### config.mk
export PLATFORM = sky130hd
export DESIGN_NAME = uart_timer_pair_control
export DESIGN_NICKNAME = d
export VERILOG_FILES = /design/src/core/uart_timer_pkg.sv /design/src/core/uart_timer_pair_control.sv
export SDC_FILE = /design/constraint.sdc
export NUM_CORES = 1
export LEC_CHECK = 0
export BUFFER_PORTS_ARGS = -buffer_cell sky130_fd_sc_hd__buf_2
export CAP_MARGIN = 20
export CORE_MARGIN = 3
export CORE_UTILIZATION = 55
export CTS_BUF_LIST = sky130_fd_sc_hd__clkbuf_16
export DETAILED_ROUTE_END_ITERATION = 8
export HOLD_SLACK_MARGIN = 0.03
export PLACE_DENSITY = 0.81
export SKIP_CTS_REPAIR_TIMING = 1
export SYNTH_ARGS = -nofsm -noshare
export SYNTH_HDL_FRONTEND = slang
export SYNTH_SLANG_ARGS = --single-unit
export TNS_END_PERCENT = 30
### constraint.sdc
create_clock -name clk -period 4.4 [get_ports clk]
set_input_delay 0.44 -clock clk [delete_from_list [all_inputs] [get_ports clk]]
set_output_delay 0.44 -clock clk [all_outputs]
set_load 0.03 [all_outputs]
### src/core/uart_timer_pkg.sv
// constants and types shared by the uart timer pair control block
package uart_timer_pkg;

  // --------------------------------------------------------------------------
  // register map (byte addresses, one aligned word each)
  // --------------------------------------------------------------------------
  localparam int          ADDR_W       = 8;
  localparam logic [7:0]  OFS_CTRL     = 8'h00;
  localparam logic [7:0]  OFS_MODE     = 8'h04;
  localparam logic [7:0]  OFS_GT_CNT   = 8'h08;
  localparam logic [7:0]  OFS_BRG_CNT  = 8'h0C;
  localparam logic [7:0]  OFS_IRQ_STAT = 8'h10;
  localparam logic [7:0]  OFS_IRQ_MASK = 8'h14;

  // --------------------------------------------------------------------------
  // control/status fields
  // --------------------------------------------------------------------------
  localparam int          BIT_BAUD_DOUBLE = 7;
  localparam int          BIT_RSVD        = 6;
  localparam int          BIT_BRG_CLK_SEL = 5;
  localparam int          BIT_GT_CLK_SEL  = 4;
  localparam int          BIT_BRG_OVF     = 3;
  localparam int          BIT_GT_OVF      = 2;
  localparam int          BIT_BRG_RUN     = 1;
  localparam int          BIT_GT_RUN      = 0;
  localparam logic [7:0]  CTRL_WR_MASK    = 8'hBF;

  // --------------------------------------------------------------------------
  // mode fields
  // --------------------------------------------------------------------------
  localparam int          BIT_BRG_GATE    = 7;
  localparam int          BIT_BRG_CNT_SEL = 6;
  localparam int          BIT_BRG_MODE_HI = 5;
  localparam int          BIT_BRG_MODE_LO = 4;
  localparam int          BIT_GT_GATE     = 3;
  localparam int          BIT_GT_CNT_SEL  = 2;
  localparam int          BIT_GT_MODE_HI  = 1;
  localparam int          BIT_GT_MODE_LO  = 0;

  // --------------------------------------------------------------------------
  // reset values and timing
  // --------------------------------------------------------------------------
  localparam logic [7:0]  RST_CTRL     = 8'h00;
  localparam logic [7:0]  RST_MODE     = 8'h00;
  localparam logic [15:0] RST_CNT      = 16'h0000;
  localparam logic        RST_IRQ      = 1'b0;
  localparam logic [3:0]  PRESCALE_DIV = 4'hC;
  localparam logic [4:0]  LO13_MAX     = 5'h1F;

  typedef enum logic [1:0] {
    TMR_13BIT       = 2'h0,
    TMR_16BIT       = 2'h1,
    TMR_8BIT_RELOAD = 2'h2,
    TMR_SPLIT       = 2'h3
  } timer_mode_t;

endpackage

### src/core/uart_timer_pair_control.sv
// uart timer pair: general timer and baud rate generator with wishbone registers
// Summary of operation
// - baud_double set doubles the uart baud rate
// - brg counts on clk/12 or clk
// - general timer counts on clk/12 or clk
// - brg overflow sets flag, never interrupts
// - timer overflow sets flag and may interrupt
// - brg counts only while its run bit set
// - general timer counts only while run set
// - brg mode: 13, 16, 8-reload, split
// - timer mode: 13, 16, 8-reload, split
// - timer flag cleared on service acknowledge
// - uart bit rate from brg overflows
`timescale 1ns/10ps
`default_nettype none

module uart_timer_pair_control (
  // clock and reset
  input  wire logic        clk,
  input  wire logic        resetn,
  // wishbone slave
  input  wire logic        wb_cyc_i,
  input  wire logic        wb_stb_i,
  input  wire logic        wb_we_i,
  input  wire logic [7:0]  wb_adr_i,
  input  wire logic [3:0]  wb_sel_i,
  input  wire logic [31:0] wb_dat_i,
  output logic      [31:0] wb_dat_o,
  output logic             wb_ack_o,
  // cpu interrupt
  input  wire logic        isr_ack,
  output logic             irq,
  // serial engine
  output logic             baud_double,
  output logic             brg_tick
);

  // --------------------------------------------------------------------------
  // reset release
  // --------------------------------------------------------------------------
  logic rst_meta_ff;
  logic rst_n;

  always_ff @(posedge clk or negedge resetn) begin
    if (!resetn) begin
      rst_meta_ff <= 1'b0;
      rst_n       <= 1'b0;
    end else begin
      rst_meta_ff <= 1'b1;
      rst_n       <= rst_meta_ff;
    end
  end

  // --------------------------------------------------------------------------
  // bus decode
  // --------------------------------------------------------------------------
  logic        ack_ff;
  logic [31:0] rdat_ff;
  logic [7:0]  uart_timer_control_status_ff;
  logic [7:0]  uart_timer_mode_control_ff;
  logic [15:0] cnt_ff [2];
  logic        irq_stat_ff;
  logic        irq_mask_ff;

  wire       req     = wb_cyc_i & wb_stb_i;
  wire       wr_now  = req & wb_we_i & ack_ff;
  wire       hit_ctl = wb_adr_i == uart_timer_pkg::OFS_CTRL;
  wire       hit_mod = wb_adr_i == uart_timer_pkg::OFS_MODE;
  wire       hit_gtc = wb_adr_i == uart_timer_pkg::OFS_GT_CNT;
  wire       hit_brc = wb_adr_i == uart_timer_pkg::OFS_BRG_CNT;
  wire       hit_ist = wb_adr_i == uart_timer_pkg::OFS_IRQ_STAT;
  wire       hit_imk = wb_adr_i == uart_timer_pkg::OFS_IRQ_MASK;
  wire       ctrl_wr = wr_now & hit_ctl & wb_sel_i[0];
  wire       mode_wr = wr_now & hit_mod & wb_sel_i[0];
  wire       stat_wr = wr_now & hit_ist & wb_sel_i[0];
  wire       mask_wr = wr_now & hit_imk & wb_sel_i[0];
  wire [1:0] cnt_wr  = {wr_now & hit_brc & (|wb_sel_i[1:0]), wr_now & hit_gtc & (|wb_sel_i[1:0])};

  wire [31:0] rd_mux =
    hit_ctl ? {24'h000000, uart_timer_control_status_ff} :
    hit_mod ? {24'h000000, uart_timer_mode_control_ff} :
    hit_gtc ? {16'h0000, cnt_ff[0]} :
    hit_brc ? {16'h0000, cnt_ff[1]} :
    hit_ist ? {31'h00000000, irq_stat_ff} :
    hit_imk ? {31'h00000000, irq_mask_ff} : 32'h00000000;

  // ack one cycle after the request, then drop for a cycle
  always_ff @(posedge clk or negedge rst_n) begin
    if (!rst_n) begin
      ack_ff  <= 1'b0;
      rdat_ff <= 32'h00000000;
    end else begin
      ack_ff  <= req & ~ack_ff;
      rdat_ff <= (req & ~ack_ff) ? rd_mux : rdat_ff;
    end
  end

  assign wb_ack_o = ack_ff;
  assign wb_dat_o = rdat_ff;

  a_bus_ack_pulse: assert property (@(posedge clk) disable iff (!rst_n)
    req && !ack_ff |=> wb_ack_o ##1 !wb_ack_o)
    else $error("bus ack not a single cycle after request");

  // --------------------------------------------------------------------------
  // clk/12 prescaler
  // --------------------------------------------------------------------------
  logic [3:0] pre_cnt_ff;
  wire        pre_tick = pre_cnt_ff == (uart_timer_pkg::PRESCALE_DIV - 4'h1);

  always_ff @(posedge clk or negedge rst_n) begin
    if (!rst_n) begin
      pre_cnt_ff <= 4'h0;
    end else begin
      pre_cnt_ff <= pre_tick ? 4'h0 : pre_cnt_ff + 4'h1;
    end
  end

  // --------------------------------------------------------------------------
  // timer stepping, index 0 general timer, index 1 baud rate generator
  // --------------------------------------------------------------------------
  function automatic logic [16:0] step(input logic [1:0] mode, input logic [15:0] c);
    logic [7:0]  hi;
    logic [7:0]  lo;
    logic [16:0] r;
    hi = c[15:8];
    lo = c[7:0];
    r  = {1'b0, c};
    unique case (mode)
      uart_timer_pkg::TMR_13BIT: begin
        r[16]  = (hi == 8'hFF) && (lo[4:0] == uart_timer_pkg::LO13_MAX);
        r[4:0] = lo[4:0] + 5'h01;
        if (lo[4:0] == uart_timer_pkg::LO13_MAX) begin
          r[15:8] = hi + 8'h01;
        end
      end
      uart_timer_pkg::TMR_16BIT: begin
        r = {1'b0, c} + 17'h00001;
      end
      uart_timer_pkg::TMR_8BIT_RELOAD: begin
        r[16]  = lo == 8'hFF;
        r[7:0] = (lo == 8'hFF) ? hi : lo + 8'h01;
      end
      uart_timer_pkg::TMR_SPLIT: begin
        // both halves count; only the low half reports overflow
        r[16]   = lo == 8'hFF;
        r[7:0]  = lo + 8'h01;
        r[15:8] = hi + 8'h01;
      end
    endcase
    return r;
  endfunction

  // gate and count-select bits are stored only: running follows the run bit
  // alone and the clock the clock-select bit alone
  wire [1:0] tmr_run  = {uart_timer_control_status_ff[uart_timer_pkg::BIT_BRG_RUN],
                         uart_timer_control_status_ff[uart_timer_pkg::BIT_GT_RUN]};
  wire [1:0] tmr_fast = {uart_timer_control_status_ff[uart_timer_pkg::BIT_BRG_CLK_SEL],
                         uart_timer_control_status_ff[uart_timer_pkg::BIT_GT_CLK_SEL]};
  wire [1:0] tmr_mode [2];
  wire [1:0] ovf;
  wire [1:0] tick;

  assign tmr_mode[0] = {uart_timer_mode_control_ff[uart_timer_pkg::BIT_GT_MODE_HI],
                        uart_timer_mode_control_ff[uart_timer_pkg::BIT_GT_MODE_LO]};
  assign tmr_mode[1] = {uart_timer_mode_control_ff[uart_timer_pkg::BIT_BRG_MODE_HI],
                        uart_timer_mode_control_ff[uart_timer_pkg::BIT_BRG_MODE_LO]};

  for (genvar i = 0; i < 2; i++) begin : g_tmr
    wire [16:0] stepped = step(tmr_mode[i], cnt_ff[i]);
    wire [15:0] wr_val  = {wb_sel_i[1] ? wb_dat_i[15:8] : cnt_ff[i][15:8],
                           wb_sel_i[0] ? wb_dat_i[7:0] : cnt_ff[i][7:0]};
    assign tick[i] = tmr_run[i] & (tmr_fast[i] | pre_tick);
    assign ovf[i]  = tick[i] & stepped[16];

    // a software load wins over a count in the same cycle
    always_ff @(posedge clk or negedge rst_n) begin
      if (!rst_n) begin
        cnt_ff[i] <= uart_timer_pkg::RST_CNT;
      end else if (cnt_wr[i]) begin
        cnt_ff[i] <= wr_val;
      end else if (tick[i]) begin
        cnt_ff[i] <= stepped[15:0];
      end
    end

    a_run_hold: assert property (@(posedge clk) disable iff (!rst_n)
      !tmr_run[i] && !cnt_wr[i] |=> $stable(cnt_ff[i]))
      else $error("stopped timer changed its count");
    a_slow_clock: assert property (@(posedge clk) disable iff (!rst_n)
      !tmr_fast[i] && !pre_tick && !cnt_wr[i] |=> $stable(cnt_ff[i]))
      else $error("timer counted between prescaler ticks");
    // an all-ones reload value reloads onto itself, so that one case is left out
    a_fast_clock: assert property (@(posedge clk) disable iff (!rst_n)
      tmr_fast[i] && tmr_run[i] && !cnt_wr[i]
      && !(tmr_mode[i] == uart_timer_pkg::TMR_8BIT_RELOAD && cnt_ff[i] == 16'hFFFF)
      |=> cnt_ff[i] != $past(cnt_ff[i]))
      else $error("timer on fast clock missed a cycle");
    a_reload_low: assert property (@(posedge clk) disable iff (!rst_n)
      ovf[i] && tmr_mode[i] == uart_timer_pkg::TMR_8BIT_RELOAD && !cnt_wr[i]
      |=> cnt_ff[i][7:0] == $past(cnt_ff[i][15:8]) && $stable(cnt_ff[i][15:8]))
      else $error("auto-reload did not copy high byte");
    a_wrap_13bit: assert property (@(posedge clk) disable iff (!rst_n)
      ovf[i] && tmr_mode[i] == uart_timer_pkg::TMR_13BIT && !cnt_wr[i]
      |=> cnt_ff[i][15:8] == 8'h00 && cnt_ff[i][4:0] == 5'h00)
      else $error("13-bit timer did not wrap to zero");
    a_wrap_16bit: assert property (@(posedge clk) disable iff (!rst_n)
      ovf[i] && tmr_mode[i] == uart_timer_pkg::TMR_16BIT && !cnt_wr[i]
      |=> cnt_ff[i] == 16'h0000)
      else $error("16-bit timer did not wrap to zero");
    a_split_high: assert property (@(posedge clk) disable iff (!rst_n)
      tick[i] && tmr_mode[i] == uart_timer_pkg::TMR_SPLIT && !cnt_wr[i]
      |=> cnt_ff[i][15:8] == $past(cnt_ff[i][15:8]) + 8'h01)
      else $error("split timer high half did not count");
  end

  // --------------------------------------------------------------------------
  // control/status and mode registers
  // --------------------------------------------------------------------------
  logic [7:0] nxt_ctrl;

  // hardware set wins over a software write or a service clear
  always_comb begin
    nxt_ctrl = ctrl_wr ? (wb_dat_i[7:0] & uart_timer_pkg::CTRL_WR_MASK) : uart_timer_control_status_ff;
    if (isr_ack) begin
      nxt_ctrl[uart_timer_pkg::BIT_GT_OVF] = 1'b0;
    end
    if (ovf[0]) begin
      nxt_ctrl[uart_timer_pkg::BIT_GT_OVF] = 1'b1;
    end
    if (ovf[1]) begin
      nxt_ctrl[uart_timer_pkg::BIT_BRG_OVF] = 1'b1;
    end
  end

  always_ff @(posedge clk or negedge rst_n) begin
    if (!rst_n) begin
      uart_timer_control_status_ff <= uart_timer_pkg::RST_CTRL;
      uart_timer_mode_control_ff   <= uart_timer_pkg::RST_MODE;
    end else begin
      uart_timer_control_status_ff <= nxt_ctrl;
      uart_timer_mode_control_ff   <= mode_wr ? wb_dat_i[7:0] : uart_timer_mode_control_ff;
    end
  end

  assign baud_double = uart_timer_control_status_ff[uart_timer_pkg::BIT_BAUD_DOUBLE];

  a_baud_double: assert property (@(posedge clk) disable iff (!rst_n)
    ctrl_wr |=> baud_double == $past(wb_dat_i[uart_timer_pkg::BIT_BAUD_DOUBLE]))
    else $error("baud double does not follow write");
  a_rsvd_zero: assert property (@(posedge clk) disable iff (!rst_n)
    ctrl_wr |=> !uart_timer_control_status_ff[uart_timer_pkg::BIT_RSVD])
    else $error("reserved control bit took a write");
  a_brg_flag: assert property (@(posedge clk) disable iff (!rst_n)
    ovf[1] |=> uart_timer_control_status_ff[uart_timer_pkg::BIT_BRG_OVF])
    else $error("brg overflow flag not set");
  a_isr_clear: assert property (@(posedge clk) disable iff (!rst_n)
    isr_ack && !ovf[0] |=> !uart_timer_control_status_ff[uart_timer_pkg::BIT_GT_OVF])
    else $error("service acknowledge did not clear timer flag");

  // --------------------------------------------------------------------------
  // interrupt and serial engine outputs
  // --------------------------------------------------------------------------
  // only the general timer feeds the interrupt; brg overflows never do
  always_ff @(posedge clk or negedge rst_n) begin
    if (!rst_n) begin
      irq_stat_ff <= uart_timer_pkg::RST_IRQ;
      irq_mask_ff <= uart_timer_pkg::RST_IRQ;
      brg_tick    <= 1'b0;
    end else begin
      irq_stat_ff <= (irq_stat_ff & ~(stat_wr & wb_dat_i[0])) | ovf[0];
      irq_mask_ff <= mask_wr ? wb_dat_i[0] : irq_mask_ff;
      brg_tick    <= ovf[1];
    end
  end

  assign irq = irq_stat_ff & irq_mask_ff;

  a_gt_flag_irq: assert property (@(posedge clk) disable iff (!rst_n)
    ovf[0] |=> uart_timer_control_status_ff[uart_timer_pkg::BIT_GT_OVF] && irq_stat_ff
    && (irq == irq_mask_ff))
    else $error("timer overflow did not flag or interrupt");
  a_brg_no_irq: assert property (@(posedge clk) disable iff (!rst_n)
    !irq && !ovf[0] && !mask_wr |=> !irq)
    else $error("interrupt rose without a timer overflow");
  a_stat_w1c: assert property (@(posedge clk) disable iff (!rst_n)
    stat_wr && wb_dat_i[0] && !ovf[0] |=> !irq_stat_ff)
    else $error("status write of one did not clear interrupt");
  a_baud_tick: assert property (@(posedge clk) disable iff (!rst_n)
    ovf[1] |=> brg_tick ##1 (brg_tick == $past(ovf[1])))
    else $error("baud tick does not follow brg overflow");

endmodule // uart_timer_pair_control

`default_nettype wire

* Word level (Yosys, flattened, before mapping)
Cells that the tools add are included.
W data, S select, Z words.
** Storage, ports and cells
- Bits in registers :: 89
- Latch bits :: 0
- RAM bits :: 0
- Bits in read-only memories :: 0
- Bits of input ports :: 50
- Output and inout bits :: 36
- Logic and storage cells :: 130
- Memories kept :: 0
** Operators by class
- Add/sub/neg operators :: 9
- $mul :: 0
- Divide/modulo/power cells :: 0
- $lt $le $gt $ge :: 0
- Equality and inequality tests :: 24
- Shift operators :: 0
- Muxes and demuxes :: 29
- Bitwise operators :: 28
- Reductions and logical operators :: 22
** Operators by type and width (number)
- $mux W16 :: 8
- $mux W8 :: 6
- $pmux W8 S3 :: 2
- $pmux W5 S4 :: 2
- $add A16 B1 Y17 const B :: 2
- $add A8 B1 Y8 const B :: 4
- $eq A8 B8 Y1 const B :: 4
- $and A1 B1 Y1 :: 23
- $pmux W3 S3 :: 2
- $eq A8 B4 Y1 const B :: 2
- $eq A8 B5 Y1 const B :: 2
- $reduce_bool A4 Y1 :: 4
- $add A5 B1 Y5 const B :: 2
- $eq A5 B5 Y1 const B :: 2
- $eq A2 B2 Y1 const B :: 4
- $eq A8 B3 Y1 const B :: 1
- $logic_not A8 Y1 :: 1
- $mux W4 :: 2
- $ne A2 B2 Y1 const B :: 4
- $reduce_and A4 Y1 :: 2
- $ne A3 B3 Y1 const B :: 2
- $pmux W1 S3 :: 2
- $reduce_and A3 Y1 :: 2
- $reduce_bool A2 Y1 :: 3
- 11 further kinds :: 24

* Depth between registers and ports, before layout
- Word-level depth :: 9
- Gate-level depth with buffers :: 10

* Worst setup path after synthesis
OpenSTA, ideal clock, no wires.
- Kind :: input to register
- From :: in wb_adr_i[0]
- To :: reg uart_timer_control_status_ff[0]
- Arrival time :: 2115 ps
- Required time :: 4275 ps
- Path slack :: 2160 ps
- Cell stages on the path :: 6
- Buffers on the path :: 1
- Path through :: or4_4 nor2_4 nor4b_4 and2_1 buf_6 mux2_2
** Between the ends
- Longest elaborated chain between the ends :: 3
** RTL lines
- start: declaration :: RTL line uart_timer_pair_control.sv:25 : input wire logic [7:0] wb_adr_i,
- $logic_not A8 Y1 :: RTL line uart_timer_pair_control.sv:67 : wire hit_ctl = wb_adr_i == uart_timer_pkg::OFS_CTRL;
- $and A1 B1 Y1 (2 in a row) :: RTL line uart_timer_pair_control.sv:73 : wire ctrl_wr = wr_now & hit_ctl & wb_sel_i[0];
- end signal: assignment :: RTL line uart_timer_pair_control.sv:238 : uart_timer_control_status_ff <= uart_timer_pkg::RST_CTRL;
- end signal: assignment :: RTL line uart_timer_pair_control.sv:241 : uart_timer_control_status_ff <= nxt_ctrl;
- end: declaration :: RTL line uart_timer_pair_control.sv:59 : logic [7:0] uart_timer_control_status_ff;
Every way passes these cells.
A chain may end at the register's enable or synchronous reset.

* Worst setup path in the final report
- From :: in wb_adr_i[3]
- To :: reg cnt_ff[28] (netlist name)
** Between the ends
- Longest elaborated chain between the ends :: 5
** RTL lines
- $eq A8 B4 Y1 (*) :: RTL line uart_timer_pair_control.sv:69 : wire hit_gtc = wb_adr_i == uart_timer_pkg::OFS_GT_CNT;
- $and A1 B1 Y1 (*) (2 in a row) :: RTL line uart_timer_pair_control.sv:77 : wire [1:0] cnt_wr = {wr_now & hit_brc & (|wb_sel_i[1:0]), wr_now & hit_gtc & (|wb_sel_i[1:0])};
- $ne A3 B3 Y1 (no line) (tied with other cells)
- $reduce_and A4 Y1 (no line)
- end signal: indexed assignment :: RTL line uart_timer_pair_control.sv:179 : cnt_ff[i] <= uart_timer_pkg::RST_CNT;
- end signal: indexed assignment :: RTL line uart_timer_pair_control.sv:181 : cnt_ff[i] <= wr_val;
- end signal: indexed assignment :: RTL line uart_timer_pair_control.sv:183 : cnt_ff[i] <= stepped[15:0];
- end: declaration :: RTL line uart_timer_pair_control.sv:61 : logic [15:0] cnt_ff [2];
Every way passes the cells marked *; elsewhere a longest branch is shown, timed or not.

==> results_dict.tcl <==
set metrics [dict create \
    nFillCells 641 \
    drt_iter0_markers 472 \
    powerDensity_nw_per_um2 312 \
    grt_pass1_vias 4276 \
    ys_seq_elements 73 \
    r2r-end "cnt_ff[23]" \
    cts_buffer_depth 2 \
    syn_inst 524 \
    worstPathMaxFanout 19 \
    leakage_nw 2.38 \
    crit_type "primary input to register" \
    yosysUniqueCellTypes 60 \
    pwr-share-clk_pct 49.9 \
    r2r_start "pre_cnt_ff[0]" \
    wirelength_mm 13.1 \
    tightest_slew_ps 748 \
    reg2reg_depth 7 \
    io_buffer_count 51 \
    worstSetupEndpointType "register" \
    synth_warnings 0 \
    vias 4379 \
    seqPwrFrac_pct 43.3 \
    antenna_cells 0 \
    max_freq_mhz 350 \
    peakVddDrop_mv 0.205 \
    drtAntennaViolNets 0 \
    start_util_pct 57.8 \
    ys_seq_area_share_pct 40.1 \
    setup_viol_count_final 0 \
    grt_use_total_pct 28.1 \
    synth_edf_count 0 \
    io-pin-count 86 \
    nets 627 \
    syn2layout_area_growth_pct 12.5 \
    reg2reg_setup_slack_ps 1810 \
    syn_area_per_cell_sq_um 8.70 \
    remaining_drc_errors 0 \
    via_per_inst 6.51 \
    gp_congestion 0.945 \
    die-area_sq_um 9420 \
    core_area_sq_um 7890 \
    crit_path_start_kind "primary input" \
    clk_latency_ps 340 \
    grt_max_degree 56 \
    drt_pass1_iterations 5 \
    post-dp-hpwl_mm 9.38 \
    cts_root_buf "clkbuf_16" \
    netlist_area_sq_um 4560 \
    worstPathRequired_ps 4620 \
    cts_tree "done" \
    fin_worst_skew_ps 9.70 \
    die_w_microns 97.1 \
    hold_viol 0 \
    row_count 32 \
    period_share_pct 64.9 \
    maxCapViolations 0 \
    drive_gt1_share_pct 16.6 \
    grt_overflow 0 \
    finalSetupTns_ps 0 \
    synthFlopType "dfrtp_1" \
    cts_sinks 73 \
    switching_share_pct 24.6 \
    final_core_util_pct 65.0 \
    hold_path_class "register to async pin" \
    clk_pin_slew_ps 60 \
    setup_ws_ps 1540 \
    synthArstFlopShare_pct 100 \
    place_ws_ps 1280 \
    post_drt_wl_per_cell_microns 19.5 \
    fp.dieH_microns 97.1 \
    status "completed" \
    numCtsBuffers 9 \
    crit_arrival_ps 3080 \
    power.switching_uw 394 \
    drv_slew 0 \
    internal_power_mw 1.21 \
    antenna_found_initial 0 \
    h-tree-depth 3 \
    grt_first_pass_wirelength_mm 21.3 \
    power_frac_comb_pct 6.8 \
    rsz0062_at_grt "false" \
    layout_min_cycle_time_ps 2860 \
    slew_headroom_pct 49.9 \
]
-- area by class of cell --
cell class	instances	area (sq um)	share of cell area [%]
multi-input combinational	415	2520	49.1
sequential	73	1830	35.6
timing repair buffer	56	295	5.76
clock buffer	9	225	4.39
tap	102	128	2.49
clock inverter	7	93.8	1.83
inverter	11	41.3	0.805
-- worst max-delay path by stage --
stage / from / end / slack [ps] / cells after the start
5_1_grt: wb_adr_i[3] / cnt_ff[28] / 1350 / 8
2_1_floorplan: wb_adr_i[0] / uart_timer_control_status_ff[0] / 2160 / 6
4_1_cts: wb_adr_i[3] / cnt_ff[28] / 1610 / 8
3_5_place_dp: wb_adr_i[3] / cnt_ff[28] / 1280 / 8
6_report: wb_adr_i[3] / cnt_ff[28] / 1540 / 8
3_3_place_gp: wb_adr_i[3] / cnt_ff[28] / 1380 / 8
-- layout by cell type (no fill, tap or decap), drive strengths merged, types with 15 or more instances in the layout --
cell type and n:
mux2 15, o21ai 66, a21oi 40, mux2i 18, dfrtp 73, nand2 62, conb 17, nand3 21
nor2 40, buf 55
-- sequential cells by signal, summed over array words and instances, names as in the netlist --
register,cells
rst_n,1
uart_timer_control_status_ff,7
brg_tick,1
pre_cnt_ff,4
uart_timer_mode_control_ff,8
cnt_ff,32
wb_ack_o,1
rst_meta_ff,1
irq_mask_ff,1
wb_dat_o,16
irq_stat_ff,1
-- Yosys cell counts, types with 3 or more instances --
library cell  instances  area share (%)
a31oi_1               4            0.55
mux2_2               15             3.7
nand2_1              62             5.1
dfrtp_1              73              40
nand3_1              21             2.3
buf_4                17             2.8
nor2b_1               6            0.82
ha_1                 11             3.0
o31ai_1               4            0.66
a211oi_1              6            0.99
o2bb2ai_1             3            0.58
and3_1                7            0.96
clkbuf_1             15             1.2
inv_1                11            0.91
and2_1                6            0.82
a221oi_1              8             1.5
nand2b_1              4            0.55
a21oi_1              40             4.4
xor2_1                4            0.77
o211ai_1              4            0.66
a21o_1                5            0.82
mux2i_1              18             4.0
nand4_1              12             1.6
nor2_1               39             3.2
o21ai_0              65             7.1
o22ai_1               8             1.1
buf_2                 6            0.66
and4_1                5            0.96
nor3_1                6            0.66
-- stage by stage --
step	hold slack, ps	cells	instance area [sq um]	power (mW)
CTS	-129	672	5120	1.60
floorplan	144	539	4620	0.777
global placement	181	656	4800	0.807
detailed placement	187	656	4800	0.810
finish	178	673	5130	1.60
global route	212	673	5130	1.64
-- layer usage --
metal | global-route usage, % | routed length, microns | vias up
li1 | - | - | 1991
met1 | 36.5 | 5370 | 2134
met2 | 45.4 | 6370 | 216
met3 | 5.74 | 1050 | 38
met4 | 12.6 | 360 | 0
met5 | 0 | 0 | -
-- logic make-up (layout without fill, tap and decap cells) --
family,after synthesis,after routing,synth area share [%]
muxes,33,33,7.66
buffers and inverters,51,83,5.93
and+or+nand+nor,184,184,20.3
adders and majority gates,11,11,3.02
AOI/OAI and AO/OA,165,165,21.9
xor gates and xnor gates,5,5,0.960
DFF,73,73,40.1
other,2,17,0.165
-- worst max-delay path, cell delays in order --
cell and delay [ps]:
buf_2 350, nor4b_2 470, and2_1 430, nand2_1 320, buf_4 300, a21oi_1 390
a21oi_1 60, o2bb2a_1 300
-- power groups by stage --
stage,Sequential [mW],Clock [mW],Combinational [mW]
2_1_floorplan,0.709,0,0.0679
3_3_place_gp,0.704,0,0.103
3_5_place_dp,0.705,0,0.105
4_1_cts,0.693,0.802,0.105
5_1_grt,0.694,0.832,0.117
6_report,0.694,0.799,0.108
(Power assumes the default switching activity.)
